[src/pmsd_pkg.sv]
// Notes on behaviour
// - Twin 8-bit period is channel B low plus one.
// - Twin 8-bit resolution never exceeds eight bits.
// - Twin 8-bit output A falls at A low.
// - Output B rises at B high, falls A high.
// - Twin 16-bit counter spans full 16 bits.
// - Twin 16-bit output high while counter below word.
// - Both outputs rise together at rollover.
// - Sigma-delta outputs update every counter clock.
// - Sigma-delta high count equals word per 65536.
// - Sigma-delta spreads high slots evenly.
// - Dual 8-bit periods from channel B bytes.
// - Dual 8-bit duties from channel A bytes.
// - Dual 8-bit channels share one clock divider.
// - RZ mode is NRZ with returning pulses.
// - RZ high slot is high first half only, whole slot at divide-by-1.
// - Three-bit field selects the mode.
// - Control write resets the shared counter.
// - In 16-bit modes low byte held until high byte write.
// - Divider field scales by 1, 4, 16, 64.
package pmsd_pkg;
  localparam int unsigned CLOCK_HZ      = 10_000_000;
  localparam logic [4:0]  OFS_CONTROL   = 5'h00;
  localparam logic [4:0]  OFS_A_LOW     = 5'h04;
  localparam logic [4:0]  OFS_A_HIGH    = 5'h08;
  localparam logic [4:0]  OFS_B_LOW     = 5'h0c;
  localparam logic [4:0]  OFS_B_HIGH    = 5'h10;
  localparam logic [4:0]  OFS_STATUS    = 5'h14;
  localparam logic [7:0]  CONTROL_RESET = 8'h00;
  localparam logic [7:0]  CONTROL_MASK  = 8'h7f;
  localparam int          MODE_LSB      = 4;
  localparam int          MODE_MSB      = 6;
  localparam int          DIV_LSB       = 2;
  localparam int          DIV_MSB       = 3;
  localparam logic [7:0]  BYTE_ZERO     = 8'h00;
  localparam logic [15:0] WORD_ZERO     = 16'h0000;
  localparam logic [15:0] CNT_MAX       = 16'hffff;
  localparam logic [15:0] CNT_STEP      = 16'h0001;
  localparam logic [7:0]  BYTE_STEP     = 8'h01;
  localparam logic [5:0]  DIV1_LIMIT    = 6'h00;
  localparam logic [5:0]  DIV4_LIMIT    = 6'h03;
  localparam logic [5:0]  DIV16_LIMIT   = 6'h0f;
  localparam logic [5:0]  DIV64_LIMIT   = 6'h3f;
  localparam logic [31:0] UNMAPPED_DATA = 32'h0000_0000;

  typedef enum logic [2:0] {
    MODE_OFF    = 3'h0,
    MODE_SINGLE = 3'h1,
    MODE_TWIN8  = 3'h2,
    MODE_TWIN16 = 3'h3,
    MODE_NRZ    = 3'h4,
    MODE_DUAL8  = 3'h5,
    MODE_RZ     = 3'h6,
    MODE_RSVD   = 3'h7
  } pmsd_mode_t;

  function automatic logic mode_is16(input pmsd_mode_t m);
    return (m == MODE_TWIN16) || (m == MODE_NRZ) || (m == MODE_RZ);
  endfunction

  function automatic logic mode_runs(input pmsd_mode_t m);
    return (m == MODE_TWIN8) || (m == MODE_DUAL8) || mode_is16(m);
  endfunction

  function automatic logic [5:0] div_limit(input logic [1:0] sel);
    case (sel)
      2'h0: return DIV1_LIMIT;
      2'h1: return DIV4_LIMIT;
      2'h2: return DIV16_LIMIT;
      default: return DIV64_LIMIT;
    endcase
  endfunction
endpackage

[src/pmsd_prescaler.sv]
`timescale 1ns/1ps
module pmsd_prescaler (
  input  wire logic       clock,
  input  wire logic       nrst,
  input  wire logic       clear,
  input  wire logic       run,
  input  wire logic [1:0] div_sel,
  output logic            tick,
  output logic            first_half
);
  import pmsd_pkg::*;

  logic [5:0] count;
  wire  [5:0] limit;
  wire        at_limit;

  assign limit      = div_limit(div_sel);
  assign at_limit   = (count >= limit);
  assign tick       = run && at_limit;
  assign first_half = (count <= (limit >> 1));

  always_ff @(posedge clock or negedge nrst) begin
    if (!nrst) begin
      count <= 6'h00;
    end else if (clear || !run || at_limit) begin
      count <= 6'h00;
    end else begin
      count <= count + 6'h01;
    end
  end
endmodule

[src/pmsd_sigma_delta.sv]
`timescale 1ns/1ps
module pmsd_sigma_delta (
  input  wire logic        clock,
  input  wire logic        nrst,
  input  wire logic        clear,
  input  wire logic        tick,
  input  wire logic [15:0] level,
  output logic             bit_out
);
  import pmsd_pkg::*;

  logic [15:0] acc;
  wire  [16:0] sum;

  assign sum = {1'b0, acc} + {1'b0, level};

  always_ff @(posedge clock or negedge nrst) begin
    if (!nrst) begin
      acc     <= WORD_ZERO;
      bit_out <= 1'b0;
    end else if (clear) begin
      acc     <= WORD_ZERO;
      bit_out <= 1'b0;
    end else if (tick) begin
      acc     <= sum[15:0];
      bit_out <= sum[16];
    end
  end
endmodule

[src/pmsd_top.sv]
`timescale 1ns/1ps
module pmsd_top (
  input  wire logic        clock,
  input  wire logic        nrst,
  input  wire logic [4:0]  address,
  input  wire logic        read,
  input  wire logic        write,
  input  wire logic [31:0] writedata,
  input  wire logic [3:0]  byteenable,
  output logic [31:0]      readdata,
  output logic             waitrequest,
  output logic             output_a,
  output logic             output_a_en,
  output logic             output_b,
  output logic             output_b_en
);
  import pmsd_pkg::*;

  logic [7:0]  modulator_control;
  logic [7:0]  chan_a_low_byte;
  logic [7:0]  chan_a_high_byte;
  logic [7:0]  chan_b_low_byte;
  logic [7:0]  chan_b_high_byte;
  logic [7:0]  hold_a;
  logic [7:0]  hold_b;
  logic [15:0] active_a;
  logic [15:0] active_b;
  logic [15:0] cnt;
  logic [7:0]  cnt_b;

  wire         accept;
  wire         wr_acc;
  wire         ctrl_wr;
  wire [7:0]   wbyte;
  pmsd_mode_t  mode;
  pmsd_mode_t  new_mode;
  wire [1:0]   clock_divider_field;
  wire         is16;
  wire         running;
  wire         next_running;
  wire         start_a;
  wire         start_b;
  wire         tick;
  wire         first_half;
  wire         sd_a;
  wire         sd_b;
  wire         wrap16;
  wire         wrap_a8;
  wire         wrap_b8;
  wire [15:0]  next_cnt;
  wire [7:0]   next_cnt_b;
  wire [15:0]  next_active_a;
  wire [15:0]  next_active_b;
  wire [15:0]  chan_a_word;
  wire [15:0]  chan_b_word;
  wire [31:0]  next_readdata;
  logic        next_output_a;
  logic        next_output_b;

  // Bus decode.
  assign accept      = (read || write) && !waitrequest;
  assign wr_acc      = write && accept && byteenable[0];
  assign wbyte       = writedata[7:0];
  assign ctrl_wr     = wr_acc && (address == OFS_CONTROL);
  assign mode        = pmsd_mode_t'(modulator_control[MODE_MSB:MODE_LSB]);
  assign clock_divider_field = modulator_control[DIV_MSB:DIV_LSB];
  assign is16        = mode_is16(mode);
  assign running     = mode_runs(mode);
  assign chan_a_word = {chan_a_high_byte, chan_a_low_byte};
  assign chan_b_word = {chan_b_high_byte, chan_b_low_byte};

  assign new_mode     = pmsd_mode_t'(wbyte[MODE_MSB:MODE_LSB]);
  assign next_running = ctrl_wr ? mode_runs(new_mode) : running;
  assign start_a      =
    (new_mode == MODE_TWIN16) ? (chan_a_word != WORD_ZERO) :
    (new_mode == MODE_TWIN8 || new_mode == MODE_DUAL8) ? (chan_a_low_byte != BYTE_ZERO) :
    1'b0;
  assign start_b      =
    (new_mode == MODE_TWIN16) ? (chan_b_word != WORD_ZERO) :
    (new_mode == MODE_DUAL8)  ? (chan_a_high_byte != BYTE_ZERO) :
    (new_mode == MODE_TWIN8)  ? (chan_a_high_byte != BYTE_ZERO) &&
                                (chan_b_high_byte == BYTE_ZERO) : 1'b0;

  assign next_readdata =
    (address == OFS_CONTROL) ? {24'h000000, modulator_control} :
    (address == OFS_A_LOW)   ? {24'h000000, chan_a_low_byte} :
    (address == OFS_A_HIGH)  ? {24'h000000, chan_a_high_byte} :
    (address == OFS_B_LOW)   ? {24'h000000, chan_b_low_byte} :
    (address == OFS_B_HIGH)  ? {24'h000000, chan_b_high_byte} :
    (address == OFS_STATUS)  ? {15'h0000, running, cnt} : UNMAPPED_DATA;

  pmsd_prescaler u_prescaler (
    .clock      (clock),
    .nrst       (nrst),
    .clear      (ctrl_wr),
    .run        (running),
    .div_sel    (clock_divider_field),
    .tick       (tick),
    .first_half (first_half)
  );

  pmsd_sigma_delta u_sd_a (
    .clock   (clock),
    .nrst    (nrst),
    .clear   (ctrl_wr),
    .tick    (tick),
    .level   (active_a),
    .bit_out (sd_a)
  );

  pmsd_sigma_delta u_sd_b (
    .clock   (clock),
    .nrst    (nrst),
    .clear   (ctrl_wr),
    .tick    (tick),
    .level   (active_b),
    .bit_out (sd_b)
  );

  assign wrap_a8 = (cnt[7:0] >= chan_b_low_byte);
  assign wrap_b8 = (cnt_b >= chan_b_high_byte);
  assign wrap16  = tick && is16 && (cnt == CNT_MAX);

  // Byte modes count in eight bits.
  assign next_cnt =
    !tick                                              ? cnt :
    ((mode == MODE_TWIN8 || mode == MODE_DUAL8) && wrap_a8) ? WORD_ZERO :
    (mode == MODE_TWIN8 || mode == MODE_DUAL8)          ? {8'h00, cnt[7:0] + BYTE_STEP} :
    cnt + CNT_STEP;
  assign next_cnt_b = !tick ? cnt_b : (wrap_b8 ? BYTE_ZERO : cnt_b + BYTE_STEP);

  assign next_active_a = (wrap16 || ctrl_wr) ? chan_a_word : active_a;
  assign next_active_b = (wrap16 || ctrl_wr) ? chan_b_word : active_b;

  always_comb begin
    next_output_a = output_a;
    next_output_b = output_b;
    case (mode)
      MODE_TWIN8: begin
        if (tick) begin
          if (next_cnt[7:0] == chan_a_low_byte) begin
            next_output_a = 1'b0;
          end else if (next_cnt[7:0] == BYTE_ZERO) begin
            next_output_a = 1'b1;
          end
          if (next_cnt[7:0] == chan_a_high_byte) begin
            next_output_b = 1'b0;
          end else if (next_cnt[7:0] == chan_b_high_byte) begin
            next_output_b = 1'b1;
          end
        end
      end
      MODE_TWIN16: begin
        next_output_a = (next_cnt < next_active_a);
        next_output_b = (next_cnt < next_active_b);
      end
      MODE_DUAL8: begin
        next_output_a = (next_cnt[7:0] < chan_a_low_byte);
        next_output_b = (next_cnt_b < chan_a_high_byte);
      end
      MODE_NRZ: begin
        next_output_a = sd_a;
        next_output_b = sd_b;
      end
      MODE_RZ: begin
        next_output_a = sd_a && first_half;
        next_output_b = sd_b && first_half;
      end
      default: begin
        next_output_a = 1'b0;
        next_output_b = 1'b0;
      end
    endcase
  end

  always_ff @(posedge clock or negedge nrst) begin
    if (!nrst) begin
      waitrequest <= 1'b1;
      readdata    <= UNMAPPED_DATA;
    end else if ((read || write) && waitrequest) begin
      waitrequest <= 1'b0;
      readdata    <= read ? next_readdata : UNMAPPED_DATA;
    end else begin
      waitrequest <= 1'b1;
    end
  end

  always_ff @(posedge clock or negedge nrst) begin
    if (!nrst) begin
      modulator_control <= CONTROL_RESET;
      chan_a_low_byte   <= BYTE_ZERO;
      chan_a_high_byte  <= BYTE_ZERO;
      chan_b_low_byte   <= BYTE_ZERO;
      chan_b_high_byte  <= BYTE_ZERO;
      hold_a            <= BYTE_ZERO;
      hold_b            <= BYTE_ZERO;
    end else if (wr_acc) begin
      case (address)
        OFS_CONTROL: modulator_control <= wbyte & CONTROL_MASK;
        OFS_A_LOW: begin
          if (is16) begin
            hold_a <= wbyte;
          end else begin
            chan_a_low_byte <= wbyte;
          end
        end
        OFS_A_HIGH: begin
          chan_a_high_byte <= wbyte;
          if (is16) begin
            chan_a_low_byte <= hold_a;
          end
        end
        OFS_B_LOW: begin
          if (is16) begin
            hold_b <= wbyte;
          end else begin
            chan_b_low_byte <= wbyte;
          end
        end
        OFS_B_HIGH: begin
          chan_b_high_byte <= wbyte;
          if (is16) begin
            chan_b_low_byte <= hold_b;
          end
        end
        default: begin
        end
      endcase
    end
  end

  always_ff @(posedge clock or negedge nrst) begin
    if (!nrst) begin
      cnt         <= WORD_ZERO;
      cnt_b       <= BYTE_ZERO;
      active_a    <= WORD_ZERO;
      active_b    <= WORD_ZERO;
      output_a    <= 1'b0;
      output_b    <= 1'b0;
      output_a_en <= 1'b0;
      output_b_en <= 1'b0;
    end else begin
      output_a_en <= next_running;
      output_b_en <= next_running;
      active_a    <= next_active_a;
      active_b    <= next_active_b;
      if (ctrl_wr) begin
        cnt      <= WORD_ZERO;
        cnt_b    <= BYTE_ZERO;
        output_a <= start_a;
        output_b <= start_b;
      end else if (!running) begin
        cnt      <= WORD_ZERO;
        cnt_b    <= BYTE_ZERO;
        output_a <= 1'b0;
        output_b <= 1'b0;
      end else begin
        cnt      <= next_cnt;
        cnt_b    <= next_cnt_b;
        output_a <= next_output_a;
        output_b <= next_output_b;
      end
    end
  end
endmodule

[config.mk]
export PLATFORM = sky130hd
export DESIGN_NAME = pmsd_top
export DESIGN_NICKNAME = d
export VERILOG_FILES = /design/src/pmsd_pkg.sv /design/src/pmsd_prescaler.sv /design/src/pmsd_sigma_delta.sv /design/src/pmsd_top.sv
export SDC_FILE = /design/constraint.sdc
export NUM_CORES = 1
export LEC_CHECK = 0
export ABC_AREA = 1
export BUFFER_PORTS_ARGS = -buffer_cell sky130_fd_sc_hd__buf_2
export CAP_MARGIN = 20
export CORE_ASPECT_RATIO = 1.75
export CORE_MARGIN = 1
export CORE_UTILIZATION = 60
export DETAILED_ROUTE_END_ITERATION = 8
export PLACE_DENSITY = 0.79
export SLEW_MARGIN = 20
export SYNTH_ARGS = -nofsm -noshare
export SYNTH_HDL_FRONTEND = slang
export SYNTH_HIERARCHICAL = 1
export SYNTH_SLANG_ARGS = --single-unit
export TNS_END_PERCENT = 30
[constraint.sdc]
create_clock -name clock -period 5.35 [get_ports clock]
set_clock_uncertainty 0.2 [all_clocks]
set_input_delay 1.3375 -clock clock [delete_from_list [all_inputs] [get_ports clock]]
set_output_delay 1.3375 -clock clock [all_outputs]
set_load 0.01 [all_outputs]
=== Word level (Yosys, flattened, before mapping) ===
Cells that the tools add are included.

* Flip-flop bits (word level): 187
* Bits in latches: 0
* Bits in read-only memories: 0
* Input port bits: 45
* Bits in writable memories: 0
* Word-level logic and storage cells: 161
* Output and inout bits: 37
* Memories: 0

* $lt $le $gt $ge: 8
* Shifts and indexed selects: 0
* Bitwise operators: 0
* Eq/ne operators: 28
* Multiply operators: 0
* Divide/modulo/power cells: 0
* Add/sub/neg operators: 6
* Reductions and logical operators: 46
* Multiplexer cells: 52

{| class="wikitable"
|+ Operator list
! kind !! number
|-
| $mux W16 || 11
|-
| $mux W17 || 7
|-
| $mux W8 || 7
|-
| $add A16 B16 Y17 || 2
|-
| $lt A16 B16 Y1 || 2
|-
| $pmux W8 S2 || 2
|-
| $reduce_bool A16 Y1 || 2
|-
| $eq A8 B8 Y1 || 3
|-
| $mux W1 || 21
|-
| $eq A3 B3 Y1 const B || 6
|-
| $pmux W6 S3 || 1
|-
| $add A16 B1 Y16 const B || 1
|-
| $add A8 B1 Y8 const B || 2
|-
| $eq A16 B16 Y1 const B || 1
|-
| $ge A8 B8 Y1 || 2
|-
| $logic_not A8 Y1 || 2
|-
| $lt A8 B8 Y1 || 2
|-
| $reduce_bool A8 Y1 || 2
|-
| $eq A3 B2 Y1 const B || 4
|-
| $logic_and A1 B1 Y1 || 12
|-
| $logic_or A1 B1 Y1 || 12
|-
| $eq A5 B4 Y1 const B || 2
|-
| $eq A5 B5 Y1 const B || 2
|-
| $ne A5 B3 Y1 const B || 2
|-
| 17 further kinds || 30
|}

=== Depth between registers and ports, before layout ===
* Depth in word-level cells: 13
* Depth in mapped cells: 30
* Gate-level depth less buffers: 29

=== Cells and area by module ===
Netlist, hierarchy kept.

{| class="wikitable"
|+ By module, submodules not included
! module !! times used !! cells an instance !! area an instance (µm²)
|-
| pmsd_top || 1 || 1051 || 8100.3
|-
| pmsd_sigma_delta || 2 || 256 || 1594.0
|-
| pmsd_prescaler || 1 || 73 || 531.8
|}

=== Worst setup path after synthesis ===
Ideal clock, no wire load.

* Path type: reg-to-reg
* From: reg modulator_control[3]
* To: reg output_a
* Arrival: 3.774 ns
* Data required time: 5.073 ns
* Path slack: 1.298 ns
* Cell stages (with the launch flop): 28
* Setup time: 0.077 ns
* Clock period less this slack: 4.052 ns
* Cell sequence: dfrtp_1 > nand2_1 > ha_1 > nand2_1 > nor2_1 > a21oi_4 > a21oi_2 > buf_4 > nand2_2 > nor2_2 > inv_1 > nor2_2 > inv_1 > nor3_1 > inv_1 > nor3_1 > inv_1 > nor2_4 > a21oi_1 > a211oi_1 > ha_1 > nand2_1 > nor2_1 > a311oi_1 > nand2_1 > nand2_1 > nand2_1 > a21oi_1

* Word-level cells in the longest chain between the ends: 12
* Elaborated cells between the ends (all ways): 25
* Those cells by class: order compare (4); eq/ne (5); mux (8); reduce/logical (8)

{| class="wikitable"
|+ RTL lines
! element !! line !! RTL
|-
| from (decl) || pmsd_top.sv:19 || <nowiki>logic [7:0] modulator_control;</nowiki>
|-
| from (signal assigned) || pmsd_top.sv:199 || <nowiki>OFS_CONTROL: modulator_control <= wbyte & CONTROL_MASK;</nowiki>
|-
| $eq A2 B2 Y1 (tied with other cells) || pmsd_pkg.sv:66 || <nowiki>case (sel)</nowiki>
|-
| $pmux W6 S3 (*) || pmsd_pkg.sv:66 ||
|-
| $ge A6 B6 Y1 (*) || pmsd_prescaler.sv:18 || <nowiki>assign at_limit = (count >= limit);</nowiki>
|-
| $logic_and A1 B1 Y1 (*) || pmsd_prescaler.sv:19 || <nowiki>assign tick = run && at_limit;</nowiki>
|-
| named net tick || pmsd_top.sv:43 || <nowiki>wire tick;</nowiki>
|-
| $logic_and A1 B1 Y1 (2 in a row) || pmsd_top.sv:122 || <nowiki>assign wrap16 = tick && is16 && (cnt == CNT_MAX);</nowiki>
|-
| $logic_or A1 B1 Y1 || pmsd_top.sv:132 || <nowiki>assign next_active_a = (wrap16 || ctrl_wr) ? chan_a_word : active_a;</nowiki>
|-
| $mux W16 || pmsd_top.sv:132 ||
|-
| $lt A16 B16 Y1 || pmsd_top.sv:154 || <nowiki>next_output_a = (next_cnt < next_active_a);</nowiki>
|-
| $pmux W1 S5 || pmsd_top.sv:138 || <nowiki>case (mode)</nowiki>
|-
| $mux W1 || pmsd_top.sv:252 || <nowiki>end else if (!running) begin</nowiki>
|-
| $mux W1 || pmsd_top.sv:247 || <nowiki>if (ctrl_wr) begin</nowiki>
|-
| to (signal assigned) || pmsd_top.sv:250 || <nowiki>output_a <= start_a;</nowiki>
|-
| to (signal assigned) || pmsd_top.sv:260 || <nowiki>output_a <= next_output_a;</nowiki>
|-
| to (decl) || pmsd_top.sv:12 || <nowiki>output logic output_a,</nowiki>
|}

The timed path passes the listed nets; every way through them passes the cells marked *. The select of a mux whose other input is x is not followed.
A chain may end at the register's enable or synchronous reset.

=== Worst setup path in the final report ===
Ends and elaborated chain as after synthesis.

==> impl_metrics.tcl <==
set metrics [dict create \
    maxCapViolCount 0 \
    initial_utilization 0.616 \
    grt_pass1_wl_microns 51400 \
    boundaryPins 82 \
    clock_tree.htree_level_count 4 \
    critical_path_arrival_ps 4980 \
    post_synth_instance_area_sq_um 11800 \
    wire_per_inst_microns 16.7 \
    height_of_the_die_microns 188 \
    yosys_most_used_dff "sky130_fd_sc_hd__dfrtp_1" \
    syn2layout_area_growth_pct 8.63 \
    groute.layer.met2.usage 0.576 \
    die_width_microns 108 \
    tns_ps 0 \
    grt_use_met1 0.361 \
    synth.avg_cell_area_sq_um 7.22 \
    crit_path_end_kind "flop" \
    drt-pass1-iter-count 5 \
    path_class "reg -> reg" \
    drt_drc_violations_left 0 \
    hold_violations 0 \
    timing.final.ws_setup_ps 536 \
    slew_viol_final 0 \
    synth.top_cells.by_area "sky130_fd_sc_hd__dfrtp_1 36%, sky130_fd_sc_hd__nand2_1 15%, sky130_fd_sc_hd__ha_1 11%, sky130_fd_sc_hd__inv_1 8.4%, sky130_fd_sc_hd__o21ai_0 5.2%" \
    clock_sink_count 172 \
    worst_margin_pin_slew_ps 1100 \
    synth_cells 1636 \
    setup_repair_after_global_routing_missed_its_margin "false" \
    routed-via-count 10900 \
    p_total_uw 5630 \
    cts_tree "done" \
    most-common-layout-cells "484 x sky130_fd_sc_hd__nand2_1, 265 x sky130_fd_sc_hd__inv_1, 171 x sky130_fd_sc_hd__dfrtp_1, 131 x sky130_fd_sc_hd__nor2_1, 122 x sky130_fd_sc_hd__o21ai_0" \
    place.detailed.instances 1897 \
    post-cts-setup-buffer-count 0 \
    drive_above_1_share 0.0717 \
    worstPathMaxFanout 9 \
    cts.repair.resized 0 \
    synth_top_cell_by_area "sky130_fd_sc_hd__dfrtp_1" \
    run_status "completed" \
    globalRouteOverflowTotal 0 \
    final.fill_count 1689 \
    dp.final_hpwl_microns 24600 \
    min_period_over_period 0.900 \
    fp-row-count 67 \
    port_buffers 39 \
    clkPwrFrac 0.228 \
    peakVddDrop_uv 291 \
    dp_worst_setup_slack_ps 474 \
    grt_max_degree 102 \
    switching_part_of_the_total 0.435 \
    power_frac_comb 0.457 \
    grt_most_used_layer "met2" \
    die_area_sq_um 20300 \
    timing.fmax_mhz 208 \
    met3_usage 0.0514 \
    clock-root-buffer "sky130_fd_sc_hd__clkbuf_16" \
    finish.net_count 1823 \
    antenna_cells_inserted 0 \
    clock_latency_ps 440 \
    post-synth-top-area-fraction 0.362 \
    intPower_uw 3180 \
    number_of_non_filler_instances_in_the_completed_layout 1929 \
    worst_setup_path_start_kind "flop" \
    synth_seq_cells 172 \
    seq_area_frac_synth 0.364 \
    netlist-cell-type-count 53 \
    ant_nets 0 \
    clock_input_transition_at_the_sequential_cells_of_the_worst_setup_and_hold_paths_ps 70 \
    post-route-min-period_ps 4810 \
    setup_viol 0 \
    layout.cells.most_common "sky130_fd_sc_hd__nand2_1" \
    postRouteWirelength_microns 32200 \
    global_router_s_overall_resource_usage 0.334 \
    cts-root-to-sink-buffers 2 \
    p_sw_uw 2450 \
    maxSlewHeadroom 0.267 \
    cellPowerDensity_nw_per_um2 439 \
    cts_hold_repair.buffers 0 \
    cp.required_ps 5520 \
    pwr-share-seq 0.314 \
    synth-edff-count 0 \
    cts_inserted_buffers 17 \
    gp_congestion 0.971 \
    grt_pass1_vias 10600 \
    count_of_yosys_warnings_during_synthesis 6 \
    antenna_found_initial 0 \
    synth_async_sr_flop_share 1.00 \
    cellLeakagePower_uw 0.00705 \
    drt_iter0_markers 656 \
    timing.hold.worst.class "reg -> reg" \
    holdWs_ps 282 \
    routed_via_density 5.65 \
    floorplan.core_area_sq_um 19200 \
]
## layer usage
| metal | wire, microns | part of all wire |
|---|---|---|
| met1 | 12000 | 0.37 |
| met2 | 16300 | 0.51 |
| met3 | 1370 | 0.043 |
| met4 | 2470 | 0.077 |
| met5 | 0 | 0 |
## critical path, cell delays in order (launching register included)
cell	delay (ps)
sky130_fd_sc_hd__dfrtp_1	500
sky130_fd_sc_hd__nand2_1	190
sky130_fd_sc_hd__ha_1	350
sky130_fd_sc_hd__nand2_1	80
sky130_fd_sc_hd__nor2_1	190
sky130_fd_sc_hd__a21oi_4	110
sky130_fd_sc_hd__a21oi_4	420
sky130_fd_sc_hd__nand2_1	100
sky130_fd_sc_hd__nor2_1	200
sky130_fd_sc_hd__nand2_1	90
sky130_fd_sc_hd__inv_1	100
sky130_fd_sc_hd__nand2_1	80
sky130_fd_sc_hd__nor2_1	150
sky130_fd_sc_hd__nand4_1	120
sky130_fd_sc_hd__nor2_1	110
sky130_fd_sc_hd__inv_1	60
sky130_fd_sc_hd__nor3_1	210
sky130_fd_sc_hd__a21oi_1	120
sky130_fd_sc_hd__o21a_1	190
sky130_fd_sc_hd__ha_1	320
sky130_fd_sc_hd__a21oi_1	150
sky130_fd_sc_hd__o21ai_0	90
sky130_fd_sc_hd__a311oi_1	250
sky130_fd_sc_hd__nand2_1	110
sky130_fd_sc_hd__nand2_1	80
sky130_fd_sc_hd__nand2_1	50
sky130_fd_sc_hd__a21oi_1	130
## through the flow
stage,util,instance area (sq um)
final,0.669,12800
after global routing,0.669,12800
after CTS,0.668,12800
after detailed placement,0.637,12200
after global placement,0.637,12200
after floorplan,-,11900
## final cells by class
| cell class | instances | area, sq um | share of cell area |
|---|---|---|---|
| Multi-Input combinational cell | 1166 | 6310 | 0.492 |
| Inverter | 268 | 1010 | 0.0783 |
| Clock inverter | 13 | 164 | 0.0128 |
| Clock buffer | 19 | 443 | 0.0345 |
| Sequential cell | 172 | 4310 | 0.335 |
| Tap cell | 241 | 302 | 0.0235 |
| Timing Repair Buffer | 50 | 309 | 0.0241 |
## cells in the mapped netlist, types with 7 or more instances
master,n
sky130_fd_sc_hd__nand3b_1,7
sky130_fd_sc_hd__clkbuf_1,23
sky130_fd_sc_hd__nand2_2,9
sky130_fd_sc_hd__nand2_1,484
sky130_fd_sc_hd__o211ai_1,19
sky130_fd_sc_hd__a21oi_1,59
sky130_fd_sc_hd__a32o_1,9
sky130_fd_sc_hd__nand4_1,21
sky130_fd_sc_hd__buf_4,17
sky130_fd_sc_hd__nand3_1,68
sky130_fd_sc_hd__a211oi_1,11
sky130_fd_sc_hd__inv_1,265
sky130_fd_sc_hd__o21ai_0,122
sky130_fd_sc_hd__xor2_1,13
sky130_fd_sc_hd__nor2_2,8
sky130_fd_sc_hd__nor2_1,131
sky130_fd_sc_hd__dfrtp_1,171
sky130_fd_sc_hd__o31ai_1,7
sky130_fd_sc_hd__ha_1,101
sky130_fd_sc_hd__nor3_1,18
## sequential cells by signal, indices dropped and copies added, names as in the netlist, 16 cells and up
register and count:
active_b 16, readdata 17, cnt 16, active_a 16
u_sd_b/acc 16, u_sd_a/acc 16
## path summary, 6_finish.rpt
path                                           start                   to  slack (ps)  depth (start not counted)
worst max-delay path            modulator_control[3]             output_a         540                         26
worst min-delay path                     readdata[2]          readdata[2]         280                          2
worst max register to register  modulator_control[3]             output_a         540                         26
worst min register to register           readdata[2]          readdata[2]         280                          2
max in group asynchronous                       nrst  chan_b_high_byte[6]        3240                          2
min in group asynchronous                       nrst        u_sd_a/acc[8]         820                          1
## power by group through the flow
stage,clock network (uW),registers [uW],logic [uW]
floorplan,0,1730,1930
global placement,0,1770,2450
detailed placement,0,1780,2530
CTS,1300,1760,2540
global route,1350,1800,2940
finish,1290,1770,2580
## kinds of logic after synthesis
kind of cell               share of synthesized area
buffers and inverters                          0.107
adders and majority gates                      0.110
DFF                                            0.364
other                                       0.000317
and+or+nand+nor                                0.278
AOI/OAI and AO/OA                              0.128
xor gates and xnor gates                      0.0119
Power figures use the tool's default switching activity.
